==> config.mk <==
export PLATFORM = sky130hd
export DESIGN_NAME = ufs_endpoint
export DESIGN_NICKNAME = d
export VERILOG_FILES = /design/src/core/ufs_pkg.sv /design/src/core/ufs_ahb_front.sv /design/src/core/ufs_endpoint.sv
export SDC_FILE = /design/constraint.sdc
export NUM_CORES = 1
export LEC_CHECK = 0
export BUFFER_PORTS_ARGS = -buffer_cell sky130_fd_sc_hd__buf_2
export CAP_MARGIN = 0
export CORE_MARGIN = 1
export CORE_UTILIZATION = 48
export CTS_CLUSTER_DIAMETER = 150
export DETAILED_ROUTE_END_ITERATION = 10
export PLACE_DENSITY = 0.78
export SYNTH_ARGS = -nofsm -noshare
export SYNTH_HDL_FRONTEND = slang
export SYNTH_SLANG_ARGS = --single-unit
==> constraint.sdc <==
create_clock -name clock -period 2.3 [get_ports clock]
set_input_delay 0.345 -clock clock [delete_from_list [all_inputs] [get_ports clock]]
set_output_delay 0.345 -clock clock [all_outputs]
set_load 0.1 [all_outputs]
==> src/core/ufs_pkg.sv <==
package ufs_pkg;

   // Register byte offsets on the AHB-Lite bus
   localparam logic [7:0] UFS_REG_CTRL = 8'h00;
   localparam logic [7:0] UFS_REG_TX_CNT = 8'h04;
   localparam logic [7:0] UFS_REG_TX_STAT = 8'h08;
   localparam logic [7:0] UFS_REG_RX_STAT = 8'h0C;
   localparam logic [7:0] UFS_REG_RX_CMD = 8'h10;
   localparam logic [7:0] UFS_REG_RX_DATA = 8'h14;

   // Control register fields
   localparam int UFS_CTRL_W = 7;
   localparam int UFS_CTRL_TX_EP_EN = 0;
   localparam int UFS_CTRL_TX_OE = 1;
   localparam int UFS_CTRL_TX_ATM = 2;
   localparam int UFS_CTRL_RX_EP_EN = 3;
   localparam int UFS_CTRL_RX_IE = 4;
   localparam int UFS_CTRL_RX_STALL = 5;
   localparam int UFS_CTRL_RX_SPM = 6;
   localparam logic [6:0] UFS_CTRL_RESET = 7'h00;

   // Transmit status fields (count sits in bits 1:0)
   localparam int UFS_TXS_ERR = 2;
   localparam int UFS_TXS_ACK = 3;
   localparam int UFS_TXS_VOID = 4;
   localparam int UFS_TXS_OVF = 5;
   localparam int UFS_TXS_URF = 6;
   localparam int UFS_TXS_FLUSH = 7;

   // Receive status fields (count sits in bits 1:0)
   localparam int UFS_RXS_ERR = 2;
   localparam int UFS_RXS_ACK = 3;
   localparam int UFS_RXS_VOID = 4;
   localparam int UFS_RXS_SETUP = 5;
   localparam int UFS_RXS_OVF = 6;
   localparam int UFS_RXS_URF = 7;
   localparam int UFS_RXS_SETUP_OVERWRITE_FLAG = 8;
   localparam int UFS_RXS_END_DATA_OVERWRITE_FLAG = 9;
   localparam int UFS_RXC_DONE = 0;

   localparam int UFS_TX_CNT_W = 8;
   localparam logic [1:0] UFS_CNT_EMPTY = 2'h0;
   localparam logic [1:0] UFS_CNT_TWO = 2'h3;

   // Handshake chosen for a transaction
   typedef enum logic [4:0] {
      UFS_HS_NONE = 5'h01,
      UFS_HS_ACK = 5'h02,
      UFS_HS_NAK = 5'h04,
      UFS_HS_DATA = 5'h08,
      UFS_HS_BADSTUFF = 5'h10
   } ufs_hs_type;

   // Outcome of a receive data phase as seen by the serial engine
   typedef enum logic [4:0] {
      UFS_RX_OK = 5'h01,
      UFS_RX_TIMEOUT = 5'h02,
      UFS_RX_CRC = 5'h04,
      UFS_RX_OVFL = 5'h08,
      UFS_RX_TOGGLE = 5'h10
   } ufs_rx_out_type;

   typedef struct packed {
      logic in_done;
      logic underrun;
   } ufs_tx_evt_type;

   typedef struct packed {
      logic valid;
      logic setup;
      ufs_rx_out_type outcome;
   } ufs_rx_evt_type;

   typedef struct packed {
      logic valid;
      ufs_hs_type code;
   } ufs_resp_type;

   typedef struct packed {
      logic wr;
      logic rd;
      logic [7:0] addr;
   } ufs_bus_req_type;

endpackage : ufs_pkg

==> src/core/ufs_ahb_front.sv <==
`timescale 1ns/1ps
module ufs_ahb_front
   import ufs_pkg::*;
(
   input wire logic clock,
   input wire logic arst_n,
   input wire logic hsel,
   input wire logic [31:0] haddr,
   input wire logic [1:0] htrans,
   input wire logic hwrite,
   input wire logic hready,
   output logic hreadyout,
   output logic hresp,
   output ufs_bus_req_type req
);

   typedef struct packed {
      logic act;
      logic write;
      logic [7:0] addr;
   } ufs_front_type;

   ufs_front_type s_q;
   ufs_front_type s_d;

   // Capture a NONSEQ or SEQ address phase; the data phase follows next cycle
   always_comb begin
      s_d = s_q;
      s_d.act = 1'b0;
      if (hsel && hready && htrans[1]) begin
         s_d.act = 1'b1;
         s_d.write = hwrite;
         s_d.addr = haddr[7:0];
      end
   end

   always_ff @(posedge clock or negedge arst_n) begin
      if (!arst_n) begin
         s_q <= '0;
      end else begin
         s_q <= s_d;
      end
   end

   // Zero wait states, always OKAY: every register answers in one data phase
   assign hreadyout = 1'b1;
   assign hresp = 1'b0;
   assign req.wr = s_q.act && s_q.write;
   assign req.rd = s_q.act && !s_q.write;
   assign req.addr = s_q.addr;

endmodule : ufs_ahb_front

==> src/core/ufs_endpoint.sv <==
`timescale 1ns/1ps
module ufs_endpoint
   import ufs_pkg::*;
(
   input wire logic clock,
   input wire logic arst_n,
   input wire logic hsel,
   input wire logic [31:0] haddr,
   input wire logic [1:0] htrans,
   input wire logic hwrite,
   input wire logic [2:0] hsize,
   input wire logic [31:0] hwdata,
   input wire logic hready,
   output logic hreadyout,
   output logic hresp,
   output logic [31:0] hrdata,
   input wire logic sof,
   input wire ufs_tx_evt_type tx_evt,
   input wire logic rx_setup_token,
   input wire ufs_rx_evt_type rx_evt,
   output ufs_resp_type tx_resp,
   output ufs_resp_type rx_resp,
   output logic [UFS_TX_CNT_W-1:0] tx_byte_count,
   output logic rx_irq,
   output logic sof_irq
);

   typedef struct packed {
      logic [UFS_CTRL_W-1:0] ctrl;
      logic [UFS_TX_CNT_W-1:0] tx_cnt;
      logic [1:0] tx_valid;
      logic [1:0] tx_pend;
      logic tx_wsel;
      logic tx_rsel;
      logic tx_urf_pend;
      logic tx_err;
      logic tx_ack;
      logic tx_void;
      logic tx_ovf;
      logic tx_urf;
      logic tx_flush;
      logic [1:0] rx_valid;
      logic rx_wsel;
      logic rx_rsel;
      logic rx_err;
      logic rx_ack;
      logic rx_void;
      logic rx_setup;
      logic rx_ovf;
      logic rx_urf;
      logic setup_ow;
      logic end_ow;
      ufs_resp_type tx_resp;
      ufs_resp_type rx_resp;
      logic rx_irq;
      logic sof_irq;
   } ufs_state_type;

   ufs_state_type s_q;
   ufs_state_type s_d;
   ufs_bus_req_type req;
   logic [1:0] tx_avail;
   logic [1:0] tx_left;
   logic rx_fifo_err;
   logic rx_out_ok;

   ufs_ahb_front u_front (
      .clock(clock),
      .arst_n(arst_n),
      .hsel(hsel),
      .haddr(haddr),
      .htrans(htrans),
      .hwrite(hwrite),
      .hready(hready),
      .hreadyout(hreadyout),
      .hresp(hresp),
      .req(req)
   );

   // Buffers handed to USB this frame stay counted until the frame ends
   assign tx_avail = s_q.tx_valid & ~s_q.tx_pend;
   assign tx_left = s_q.tx_valid & ~s_q.tx_pend;
   assign rx_fifo_err = s_q.rx_ovf || s_q.rx_urf;
   // OUT data may be taken: enabled, no error, room for a packet
   assign rx_out_ok = !rx_fifo_err && s_q.ctrl[UFS_CTRL_RX_IE] && !s_q.ctrl[UFS_CTRL_RX_STALL]
      && (s_q.ctrl[UFS_CTRL_RX_SPM] ? (s_q.rx_valid == UFS_CNT_EMPTY)
                                   : (s_q.rx_valid != UFS_CNT_TWO));

   // Register read mux; hsize is ignored since only whole words are mapped
   always_comb begin
      hrdata = '0;
      if (req.rd) begin
         unique case (req.addr)
            UFS_REG_CTRL: hrdata[UFS_CTRL_W-1:0] = s_q.ctrl;
            UFS_REG_TX_CNT: hrdata[UFS_TX_CNT_W-1:0] = s_q.tx_cnt;
            UFS_REG_TX_STAT: hrdata[UFS_TXS_FLUSH:0] = {s_q.tx_flush, s_q.tx_urf, s_q.tx_ovf,
               s_q.tx_void, s_q.tx_ack, s_q.tx_err, s_q.tx_valid};
            UFS_REG_RX_STAT: hrdata[UFS_RXS_END_DATA_OVERWRITE_FLAG:0] = {s_q.end_ow, s_q.setup_ow, s_q.rx_urf,
               s_q.rx_ovf, s_q.rx_setup, s_q.rx_void, s_q.rx_ack, s_q.rx_err, s_q.rx_valid};
            default: hrdata = '0;
         endcase
      end
   end

   // Next state: firmware clears first, hardware events after, so a set wins
   always_comb begin
      s_d = s_q;
      s_d.tx_resp = '0;
      s_d.rx_resp = '0;
      s_d.rx_irq = 1'b0;
      s_d.sof_irq = 1'b0;
      if (req.wr) begin
         unique case (req.addr)
            UFS_REG_CTRL: s_d.ctrl = hwdata[UFS_CTRL_W-1:0];
            UFS_REG_TX_CNT: begin
               s_d.tx_cnt = hwdata[UFS_TX_CNT_W-1:0];
               if (s_q.tx_valid == UFS_CNT_TWO) begin
                  s_d.tx_ovf = 1'b1;
               end else begin
                  s_d.tx_valid[s_q.tx_wsel] = 1'b1;
                  s_d.tx_wsel = !s_q.tx_wsel;
               end
            end
            UFS_REG_TX_STAT: begin
               if (hwdata[UFS_TXS_OVF]) s_d.tx_ovf = 1'b0;
               if (hwdata[UFS_TXS_URF]) s_d.tx_urf = 1'b0;
               if (hwdata[UFS_TXS_FLUSH]) s_d.tx_flush = 1'b0;
            end
            UFS_REG_RX_STAT: begin
               if (hwdata[UFS_RXS_SETUP]) s_d.rx_setup = 1'b0;
               if (hwdata[UFS_RXS_OVF]) s_d.rx_ovf = 1'b0;
               if (hwdata[UFS_RXS_URF]) s_d.rx_urf = 1'b0;
               if (hwdata[UFS_RXS_END_DATA_OVERWRITE_FLAG]) s_d.end_ow = 1'b0;
            end
            UFS_REG_RX_CMD: begin
               if (hwdata[UFS_RXC_DONE] && s_q.rx_valid[s_q.rx_rsel]) begin
                  s_d.rx_valid[s_q.rx_rsel] = 1'b0;
                  s_d.rx_rsel = !s_q.rx_rsel;
               end
            end
            default: s_d.ctrl = s_q.ctrl;
         endcase
      end
      // CPU data read of an empty buffer is an underrun, never an interrupt
      if (req.rd && req.addr == UFS_REG_RX_DATA && !s_q.rx_valid[s_q.rx_rsel]) begin
         s_d.rx_urf = 1'b1;
      end

      // Isochronous IN token; only flags and the read pointer move now, the count waits for the frame
      if (tx_evt.in_done && s_q.ctrl[UFS_CTRL_TX_EP_EN]) begin
         s_d.tx_resp.valid = 1'b1;
         if (!s_q.ctrl[UFS_CTRL_TX_OE]) begin
            s_d.tx_resp.code = UFS_HS_NONE;
            s_d.tx_void = 1'b1;
            s_d.tx_err = 1'b0;
            s_d.tx_ack = 1'b0;
         end else if (s_q.tx_ovf || s_q.tx_urf || tx_avail == UFS_CNT_EMPTY) begin
            s_d.tx_resp.code = UFS_HS_NONE;
            s_d.tx_void = 1'b1;
         end else begin
            s_d.tx_pend[s_q.tx_rsel] = 1'b1;
            s_d.tx_rsel = !s_q.tx_rsel;
            s_d.tx_void = 1'b0;
            s_d.tx_err = tx_evt.underrun;
            s_d.tx_ack = !tx_evt.underrun;
            s_d.tx_urf_pend = s_q.tx_urf_pend || tx_evt.underrun;
            s_d.tx_resp.code = tx_evt.underrun ? UFS_HS_BADSTUFF : UFS_HS_DATA;
         end
      end

      // Frame start: retire sent packets, drop a stale one left unread
      if (sof) begin
         s_d.tx_valid = tx_left;
         // An IN on this same edge keeps its own buffer and underrun pending
         s_d.tx_pend = s_d.tx_pend & ~s_q.tx_pend;
         s_d.tx_urf_pend = (s_d.tx_pend != 2'h0) && tx_evt.underrun;
         if (s_q.tx_urf_pend) s_d.tx_urf = 1'b1;
         if (tx_left == UFS_CNT_TWO && s_d.tx_pend == 2'h0) begin
            s_d.tx_valid[s_q.tx_rsel] = 1'b0;
            s_d.tx_rsel = !s_q.tx_rsel;
            s_d.tx_flush = 1'b1;
            s_d.sof_irq = 1'b1;
         end
         // A count write in this same cycle still lands in its buffer
         if (req.wr && req.addr == UFS_REG_TX_CNT && s_q.tx_valid != UFS_CNT_TWO) begin
            s_d.tx_valid[s_q.tx_wsel] = 1'b1;
         end
      end

      // Setup token seen: overwrite flag raised until the handshake
      if (rx_setup_token) s_d.setup_ow = 1'b1;

      // Receive transaction end
      if (rx_evt.valid && s_q.ctrl[UFS_CTRL_RX_EP_EN]) begin
         s_d.rx_resp.valid = 1'b1;
         s_d.rx_resp.code = UFS_HS_NONE;
         if (rx_evt.setup) begin
            // SETUP ignores input enable and stall, and restarts the buffer
            s_d.setup_ow = 1'b0;
            s_d.end_ow = 1'b1;
            s_d.rx_valid = UFS_CNT_EMPTY;
            s_d.rx_wsel = 1'b0;
            s_d.rx_rsel = 1'b0;
            s_d.rx_ovf = 1'b0;
            s_d.rx_urf = 1'b0;
            s_d.rx_void = 1'b0;
            s_d.rx_irq = 1'b1;
            s_d.rx_err = (rx_evt.outcome != UFS_RX_OK);
            s_d.rx_ack = (rx_evt.outcome == UFS_RX_OK);
            s_d.rx_setup = (rx_evt.outcome != UFS_RX_TIMEOUT);
            if (rx_evt.outcome == UFS_RX_OK) begin
               s_d.rx_valid = 2'h1;
               s_d.rx_wsel = 1'b1;
               s_d.rx_resp.code = UFS_HS_ACK;
            end else if (rx_evt.outcome == UFS_RX_OVFL) begin
               s_d.rx_ovf = 1'b1;
            end
         end else if (!rx_out_ok) begin
            s_d.rx_resp.code = UFS_HS_NAK;
            s_d.rx_void = 1'b1;
         end else begin
            unique case (rx_evt.outcome)
               UFS_RX_OK: begin
                  s_d.rx_resp.code = UFS_HS_ACK;
                  s_d.end_ow = 1'b1;
                  s_d.rx_valid[s_q.rx_wsel] = 1'b1;
                  s_d.rx_wsel = !s_q.rx_wsel;
                  {s_d.rx_ack, s_d.rx_err, s_d.rx_void, s_d.rx_setup} = 4'h8;
                  s_d.rx_irq = 1'b1;
               end
               UFS_RX_TIMEOUT: begin
                  if (!s_q.ctrl[UFS_CTRL_RX_SPM]) s_d.rx_void = 1'b1;
               end
               UFS_RX_TOGGLE: begin
                  s_d.rx_resp.code = UFS_HS_ACK;
                  s_d.end_ow = 1'b1;
               end
               default: begin
                  // CRC error or buffer overflow: write pointer stays where it was
                  {s_d.rx_ack, s_d.rx_err, s_d.rx_void, s_d.rx_setup} = 4'h4;
                  s_d.rx_ovf = s_q.rx_ovf || (rx_evt.outcome == UFS_RX_OVFL);
                  s_d.rx_irq = 1'b1;
               end
            endcase
         end
      end
   end

   always_ff @(posedge clock or negedge arst_n) begin
      if (!arst_n) begin
         s_q <= '0;
      end else begin
         s_q <= s_d;
      end
   end

   assign tx_resp = s_q.tx_resp;
   assign rx_resp = s_q.rx_resp;
   assign tx_byte_count = s_q.tx_cnt;
   assign rx_irq = s_q.rx_irq;
   assign sof_irq = s_q.sof_irq;

   // Checks
   property p_sof_flush;
      @(posedge clock) disable iff (!arst_n)
      (sof && !tx_evt.in_done && !req.wr && tx_left == UFS_CNT_TWO)
         |=> (sof_irq && s_q.tx_flush && s_q.tx_valid != UFS_CNT_TWO);
   endproperty
   a_sof_flush: assert property (p_sof_flush) else $error("frame flush missing");

   property p_cnt_full;
      @(posedge clock) disable iff (!arst_n)
      (req.wr && req.addr == UFS_REG_TX_CNT && s_q.tx_valid == UFS_CNT_TWO && !sof)
         |=> (s_q.tx_ovf && s_q.tx_valid == UFS_CNT_TWO);
   endproperty
   a_cnt_full: assert property (p_cnt_full) else $error("overrun not set on full");

   property p_iso_void;
      @(posedge clock) disable iff (!arst_n)
      (tx_evt.in_done && s_q.ctrl[UFS_CTRL_TX_EP_EN] && !s_q.ctrl[UFS_CTRL_TX_OE])
         |=> (tx_resp.valid && tx_resp.code == UFS_HS_NONE && s_q.tx_void);
   endproperty
   a_iso_void: assert property (p_iso_void) else $error("iso void answer wrong");

   property p_underrun;
      @(posedge clock) disable iff (!arst_n)
      (tx_evt.in_done && tx_evt.underrun
         && s_q.ctrl[UFS_CTRL_TX_EP_EN] && s_q.ctrl[UFS_CTRL_TX_OE]
         && !s_q.tx_ovf && !s_q.tx_urf && tx_avail != UFS_CNT_EMPTY && !sof)
         |=> (tx_resp.code == UFS_HS_BADSTUFF && s_q.tx_err && !s_q.tx_ack && s_q.tx_urf_pend);
   endproperty
   a_underrun: assert property (p_underrun) else $error("underrun handling wrong");

   property p_sticky;
      @(posedge clock) disable iff (!arst_n)
      (s_q.rx_ovf && !(req.wr && req.addr == UFS_REG_RX_STAT) && !rx_evt.valid)
         |=> s_q.rx_ovf;
   endproperty
   a_sticky: assert property (p_sticky) else $error("overrun cleared by itself");

   property p_out_nak;
      @(posedge clock) disable iff (!arst_n)
      (rx_evt.valid && !rx_evt.setup && s_q.ctrl[UFS_CTRL_RX_EP_EN] && !rx_out_ok)
         |=> (rx_resp.code == UFS_HS_NAK && s_q.rx_void && !rx_irq);
   endproperty
   a_out_nak: assert property (p_out_nak) else $error("OUT not refused");

   property p_out_ok;
      @(posedge clock) disable iff (!arst_n)
      (rx_evt.valid && !rx_evt.setup && s_q.ctrl[UFS_CTRL_RX_EP_EN] && rx_out_ok
         && rx_evt.outcome == UFS_RX_OK && s_q.rx_valid == UFS_CNT_EMPTY && !req.wr)
         |=> (rx_resp.code == UFS_HS_ACK && rx_irq && s_q.rx_ack && s_q.rx_valid == 2'h1);
   endproperty
   a_out_ok: assert property (p_out_ok) else $error("good OUT not taken");

   property p_setup_ok;
      @(posedge clock) disable iff (!arst_n)
      (rx_evt.valid && rx_evt.setup && s_q.ctrl[UFS_CTRL_RX_EP_EN]
         && rx_evt.outcome == UFS_RX_OK && !req.wr)
         |=> (rx_resp.code == UFS_HS_ACK && s_q.rx_valid == 2'h1 && s_q.rx_setup
         && !s_q.rx_ovf && rx_irq);
   endproperty
   a_setup_ok: assert property (p_setup_ok) else $error("good SETUP not taken");

   property p_empty_read;
      @(posedge clock) disable iff (!arst_n)
      (req.rd && req.addr == UFS_REG_RX_DATA && s_q.rx_valid == UFS_CNT_EMPTY
         && !rx_evt.valid) |=> (s_q.rx_urf && !rx_irq);
   endproperty
   a_empty_read: assert property (p_empty_read) else $error("empty read not flagged");

   c_flush: cover property (@(posedge clock) disable iff (!arst_n) sof_irq);
   c_setup: cover property (@(posedge clock) disable iff (!arst_n)
      rx_resp.valid && rx_resp.code == UFS_HS_ACK && s_q.rx_setup);
   c_badstuff: cover property (@(posedge clock) disable iff (!arst_n)
      tx_resp.code == UFS_HS_BADSTUFF);

endmodule : ufs_endpoint

==> run metrics, run 1 <==
pwr dens 716.0 nW/um^2; routed len/inst 15.39 um; Post-synth EDFFs 0; first-pass GRT wire length 11220 um; CTS Sinks 60; max-cap violations 0; total gr overflow 0; Worst EP required 1960 ps; row count 29; LEAKAGE 0.001881 uW; Final nets 437; fin. max-slew vios 0; ratio of cells with drive above 1 in the final layout 0.3708; Setup-failing EPs final 0; remaining antenna violation count 0; Least-Margin Pin Slew 663.3 ps; fmax 444.7 MHz; WP buf/inv 2; Layout area overhead 16.83%; Worst-Skew Late Latency 340 ps; critical path cell sequence nor4b_4, nand3b_4, nor2_4, buf_4, and2_1, buf_12; commonest cells after routing, fill and taps aside 58 x dfrtp_1, 51 x buf_2, 28 x conb_1, 25 x mux2_2, 15 x nor2_1; Clock transition at path regs 60 ps; sequential share of the synthesized area 0.4570; RePlAce Congestion 0.8203; failing checks DRC; vias in the first global route 2347; placed inst area 3625 um^2; Max VDD drop 0.4940 mV; initial antenna violation count 0; largest net degree at the start of global routing 23; H-tree levels 3; Cells after Synth 299; Hold/Removal Path Class in2reg; First DRT Iteration DRCs 220; Yosys reg bits 60; final hold vios 0; chip height 84.74 um; Num CTS Buffers 9; Main synth FF type dfrtp_1; core area 6495 um^2; vias 2375; CP max stage delay 400 ps; Yosys warnings 0; Largest delay share family, worst path simple AND/OR/NAND/NOR gates; Post-Syn Area 3286 um^2; DRT Pass-1 Iters 8; WL final 6666 um; setup_tns 0 ps; Synth cell types 58; Mapped Avg Cell Area 10.99 um^2; Fin Clk Skew 6.319 ps; crit end category primary output; CP startpoint kind flip-flop; max_slew headroom 0.5531; Overall Global Routing Usage 0.2040; most common cell after layout, fill and taps aside dfrtp_1; outcome finished, violations left; post-route cell area 3839 um^2; fill count 550; CP Class reg2out; # diodes 0; final core utilization 0.5910; Post-synth ARST share 1.000; HPWL Detailed 5121 um; Worst Path Arrival 1900 ps; Port Buffers 61; Period minus WS final 2249 ps; fin crit share 0.9777; Max stage delay cell, worst path dfrtp_1; # IOs 141; drt via density 5.485; critical path peak fanout 7; Die ar. 7180 um^2; width of the chip 84.74 um; Residual DRC 10; clk buf depth 2; RSZ-0062 raised after global routing true; CTS tree built; CTS Root Buffer Type clkbuf_8; Initial Util 0.5059
kinds of logic after synthesis:
group                  share of synthesized area
XOR/XNOR                                0.007998
multiplexers                              0.1489
buffers and inverters                     0.1272
AND/OR/NAND/NOR                           0.1550
other                                   0.002286
flip-flops                                0.4570
AO/OA/AOI/OAI                             0.1017
cell usage after synthesis (3+ instances only):
master,instances,area [um^2]
dfrtp_1,60,1501
buf_4,44,330.3
mux2_2,25,281.5
nor2_1,17,63.81
nand2_1,14,52.55
inv_1,10,37.54
o21ai_0,10,50.05
nand3_1,9,45.04
a21oi_1,7,35.03
and2_1,7,43.79
mux4_2,7,157.7
and3_1,5,31.28
clkbuf_1,5,18.77
mux2i_1,5,50.05
buf_2,4,20.02
nor2b_1,4,25.02
nor4_1,4,25.02
a22o_1,3,26.28
nand4_1,3,18.77
nor3_1,3,15.01
o21a_1,3,22.52
xnor2_1,3,26.28
final timing paths:
check,from,end,slack (ps),cells after the start
max in group asynchronous,arst_n,u_front.req[6],1160,3
max reg2reg,s_q[16],s_q[19],240,4
max,u_front.req[0],hrdata[5],50,6
min,tx_evt[0],tx_resp[3],190,2
min reg2reg,s_q[15],s_q[15],490,1
min in group asynchronous,arst_n,tx_resp[0],480,2
registers in the layout, summed over array words and instances, names as in the netlist:
| name | flops |
|---|---|
| rx_irq | 1 |
| rx_resp | 4 |
| s_q | 32 |
| sof_irq | 1 |
| tx_byte_count | 8 |
| tx_resp | 4 |
| u_front.req | 8 |
| u_front.s_q | 2 |
routing by layer:
layer	GRT usage	vias up	wire, um
li1	-	1113	-
met1	0.2649	1157	2947
met2	0.3289	97	3240
met3	0.05900	8	400
met4	0.07088	0	78
met5	0	-	0
what timing repair did:
action / in CTS / in global routing
gates resized for setup: 5 / 4
buffers inserted: 2 / 0
hold endpoints to repair: 20 / 0
setup endpoints to repair: 10 / 9
pin swaps: 1 / 1
hold buffers: 1 / 0
power by group:
group / internal (uW) / switching, uW
logic: 204 / 422
clock network: 440 / 381
registers: 1160 / 138
through the flow:
step / total power [uW] / cells / hold slack [ps] / setup WS [ps]
2_1_floorplan: 1833 / 325 / 49.41 / -13.34
3_3_place_gp: 1912 / 415 / 320.2 / 249.4
3_5_place_dp: 1939 / 415 / 320.8 / 213.5
4_1_cts: 2768 / 433 / 184.1 / -1.847
5_1_grt: 2881 / 433 / 175.6 / -28.87
6_report: 2748 / 433 / 191.2 / 51.40
layout make-up:
type                       instances  area [um^2]  area share
multi-input combinational        199         1495      0.3895
sequential                        60         1504      0.3918
timing repair buffer              71        533.0      0.1389
tap                               77        96.34     0.02510
clock inverter                     2        10.01    0.002608
clock buffer                      13        158.9     0.04139
inverter                          11        41.29     0.01076
(Power assumes the default switching activity.)
==> run 2: changes to the inputs <==
--- a/config.mk
+++ b/config.mk
@@ -5,13 +5,13 @@
 export SDC_FILE = /design/constraint.sdc
 export NUM_CORES = 1
 export LEC_CHECK = 0
-export BUFFER_PORTS_ARGS = -buffer_cell sky130_fd_sc_hd__buf_2
 export CAP_MARGIN = 0
 export CORE_MARGIN = 1
-export CORE_UTILIZATION = 48
+export CORE_UTILIZATION = 60
 export CTS_CLUSTER_DIAMETER = 150
 export DETAILED_ROUTE_END_ITERATION = 10
-export PLACE_DENSITY = 0.78
+export DONT_BUFFER_PORTS = 1
+export PLACE_DENSITY = 0.74
 export SYNTH_ARGS = -nofsm -noshare
 export SYNTH_HDL_FRONTEND = slang
 export SYNTH_SLANG_ARGS = --single-unit
==> run metrics, run 2 (synthesized netlist as in run 1, its figures left out) <==
max-cap violations 0; pwr dens 738.6 nW/um^2; total power 2777 uW; Fin Clk Skew 4.238 ps; commonest cells after routing, fill and taps aside 58 x dfrtp_1, 28 x conb_1, 25 x mux2_2, 25 x buf_4, 16 x nor2_1; clk buf depth 2; Final nets 404; final std cells w/o fill 393; Initial Util 0.6312; Reg with most FFs s_q; chip height 76 um; final hold vios 0; Residual DRC 0; LEAKAGE 0.001771 uW; DRT Pass-1 Iters 4; fmax 452.0 MHz; ratio of cells with drive above 1 in the final layout 0.3189; CTS Root Buffer Type clkbuf_8; most common cell after layout, fill and taps aside dfrtp_1; # IOs 141; RePlAce Congestion 0.8405; max_slew headroom 0.6645; Worst Path Arrival 1870 ps; core area 5205 um^2; drt via density 5.852; largest net degree at the start of global routing 61; CP startpoint kind flip-flop; dpl cells 374; width of the chip 76 um; Worst-Skew Late Latency 330 ps; WL final 6662 um; Period minus WS final 2212 ps; total gr overflow 0; # diodes 0; dpl ws 208.4 ps; Largest register FFs 32; row count 26; Overall Global Routing Usage 0.2517; Num CTS Buffers 9; final worst setup slack 87.61 ps; Setup-failing EPs final 0; outcome completed; Layout area overhead 14.43%; remaining antenna violation count 0; CP Class reg2out; crit end category primary output; fin. max-slew vios 0; initial antenna violation count 0; critical path peak fanout 2; Least-Margin Pin Slew 496.3 ps; Max VDD drop 0.6420 mV; First DRT Iteration DRCs 191; Clock transition at path regs 60 ps; Port Buffers 0; HPWL Detailed 4883 um; first-pass GRT wire length 11180 um; routed len/inst 16.95 um; fin crit share 0.9619; CTS tree built; CTS Sinks 60; Hold/Removal Path Class in2reg; vias in the first global route 2238; Worst EP required 1960 ps; vias 2300; Die ar. 5776 um^2; H-tree levels 3
## run 2: timing repair
action | CTS | global route
resized for setup | 5 | 7
pin swaps | 1 | 2
hold buffers | 2 | 0
setup endpoints to repair | 10 | 7
hold endpoints to repair | 60 | 0
buffers inserted | 1 | 1
## run 2: path summary, 6_finish.rpt
kind,startpoint,end,slack (ps),cells after the start
setup / recovery,u_front.req[1],hrdata[8],90,6
hold / removal,tx_evt[0],tx_resp[3],80,1
setup reg to reg,u_front.req[1],s_q[49],360,6
hold reg to reg,s_q[26],s_q[26],480,1
max in group asynchronous,arst_n,s_q[29],1480,2
min in group asynchronous,arst_n,u_front.req[5],560,2
## run 2: critical path, stage by stage, from the launching register on
cell,delay (ps)
dfrtp_1,410
nor4b_4,360
nand3b_4,130
nor2_4,140
buf_4,120
and3_2,200
buf_12,170
## run 2: layout make-up
class,instances,area (um^2)
sequential,60,1504
fill,403,1445
clock inverter,1,5.005
multi-input combinational,199,1503
inverter,11,41.29
clock buffer,14,182.7
timing repair buffer,38,436.7
tap,70,87.58
## run 2: per-stage QoR
| step | setup TNS [ps] | util | hold WS [ps] | area, um^2 |
|---|---|---|---|---|
| 4_1_cts | 0 | 0.7173 | 58.30 | 3734 |
| 3_3_place_gp | 0 | 0.6702 | 50.40 | 3488 |
| 5_1_grt | -7.531 | 0.7224 | 61.97 | 3760 |
| 3_5_place_dp | 0 | 0.6702 | 50.14 | 3488 |
| 2_1_floorplan | -93.37 | - | 49.41 | 3397 |
| 6_report | 0 | 0.7224 | 77.39 | 3760 |
## run 2: report_power, final
part           switching [uW]  total [uW]  leakage, uW  internal, uW
combinational             403         594     0.000875           191
clock                     385         886    0.0000986           502
sequential                134        1300     0.000797          1160
## run 2: routing by layer
| layer | wire length [um] | up-vias | GRT usage |
|---|---|---|---|
| met5 | 0 | - | 0 |
| li1 | - | 1048 | - |
| met1 | 2725 | 1139 | 0.3227 |
| met3 | 517 | 8 | 0.08743 |
| met4 | 64 | 0 | 0.07885 |
| met2 | 3355 | 105 | 0.4045 |
==> run 3: changes to the inputs <==
--- a/config.mk
+++ b/config.mk
@@ -11,7 +11,9 @@
 export CTS_CLUSTER_DIAMETER = 150
 export DETAILED_ROUTE_END_ITERATION = 10
 export DONT_BUFFER_PORTS = 1
+export MAX_ROUTING_LAYER = met4
 export PLACE_DENSITY = 0.74
+export SKIP_LAST_GASP = 1
 export SYNTH_ARGS = -nofsm -noshare
 export SYNTH_HDL_FRONTEND = slang
 export SYNTH_SLANG_ARGS = --single-unit
==> run metrics, run 3 (synthesized netlist as in run 1, its figures left out) <==
outcome completed; crit end category primary output; final worst setup slack 70.52 ps; critical path peak fanout 13; initial antenna violation count 0; vias in the first global route 2238; total gr overflow 0; Fin Clk Skew 4.812 ps; worst reg-to-reg setup slack 360 ps; Period minus WS final 2229 ps; ratio of cells with drive above 1 in the final layout 0.3189; CTS Sinks 60; max_slew headroom 0.6617; fin crit share 0.9693; Layout area overhead 14.43%; RePlAce Congestion 0.8536; # IOs 141; HPWL Detailed 4883 um; fin. max-slew vios 0; cells on worst reg2reg path 6; remaining antenna violation count 0; Reg with most FFs s_q; dpl ws 208.4 ps; final core utilization 0.7224; drt via density 5.850; Clock transition at path regs 60 ps; reg2reg start u_front.req[1]; # diodes 0; first-pass GRT wire length 11170 um; Overall Global Routing Usage 0.2595; largest net degree at the start of global routing 61; pwr dens 740.5 nW/um^2; multi-input logic area 1503 um^2; Residual DRC 0; end point of the critical path hrdata[8]; CP startpoint kind flip-flop; Hold/Removal Path Class in2reg; Worst-Skew Late Latency 330 ps; crit path launch u_front.req[3]; fill count 403; row count 26; routed len/inst 16.98 um; clk buf depth 2; Num CTS Buffers 9; First DRT Iteration DRCs 205; Worst Path Arrival 1880 ps; vias 2299; WL final 6672 um; Port Buffers 0; final hold vios 0; CTS Root Buffer Type clkbuf_8; max-cap violations 0; Die ar. 5776 um^2; Largest register FFs 32; width of the chip 76 um; Final nets 404; chip height 76 um; Seq. cell area 1504 um^2; H-tree levels 3; LEAKAGE 0.001771 uW; most common cell after layout, fill and taps aside dfrtp_1; Initial Util 0.6312; CP Class reg2out; core area 5205 um^2; Max VDD drop 0.6444 mV; Setup-failing EPs final 0; Worst EP required 1960 ps; Hold Worst Slack 76.49 ps; R2R Path End s_q[49]; DRT Pass-1 Iters 4; Least-Margin Pin Slew 500.4 ps; commonest cells after routing, fill and taps aside 58 x dfrtp_1, 28 x conb_1, 25 x mux2_2, 25 x buf_4, 16 x nor2_1; CTS tree built; fmax 448.5 MHz
run 3: cell counts in the layout (fill, tap and decap cells not counted):
Identical to the previous run, type by type.
run 3: power by group:
part | total [uW] | leakage, uW | internal, uW | switching, uW
Combinational | 595 | 0.000875 | 191 | 404
Clock | 892 | 0.0000986 | 502 | 390
Sequential | 1300 | 0.000797 | 1160 | 135
run 3: worst min path at each step:
stage                     end  cells after the start  startpoint  slack (ps)
5_1_grt            tx_resp[3]                      1   tx_evt[0]          60
3_5_place_dp   u_front.req[5]                      0      arst_n          50
6_report           tx_resp[3]                      1   tx_evt[0]          80
3_3_place_gp   u_front.req[1]                      0      arst_n          50
2_1_floorplan          rx_irq                      0      arst_n          50
4_1_cts            tx_resp[3]                      1   tx_evt[0]          60
run 3: worst max-delay path, cell delays in order, from the launching register on:
cell,delay [ps]
dfrtp_2,560
buf_4,210
and2_0,330
and3_2,270
buf_12,170
run 3: layout make-up:
type | instances | area share
Multi-Input combinational cell | 199 | 0.3997
Sequential cell | 60 | 0.4000
Clock inverter | 1 | 0.001331
Clock buffer | 14 | 0.04859
Tap cell | 70 | 0.02329
Inverter | 11 | 0.01098
Timing Repair Buffer | 38 | 0.1161
run 3: metal layers:
| layer | up-vias | track usage | wire (um) |
|---|---|---|---|
| met5 | - | - | 0 |
| met4 | 0 | 0.07885 | 62 |
| met3 | 8 | 0.08743 | 491 |
| met2 | 102 | 0.4018 | 3371 |
| met1 | 1142 | 0.3260 | 2747 |
| li1 | 1047 | - | - |
run 3: metrics by stage:
stage	setup TNS [ps]	std cells	total power, uW	instance area (um^2)
after floorplan	-93.37	325	1833	3397
after global placement	0	374	1854	3488
after detailed placement	0	374	1878	3488
after CTS	0	392	2799	3734
after global routing	-7.531	393	2899	3760
final	0	393	2784	3760
run 3: what timing repair did:
item,CTS,global route
resized for setup,5,7
buffers inserted,1,1
pin swaps,1,2
setup endpoints to repair,10,7
hold endpoints to repair,60,0
hold buffers,2,0
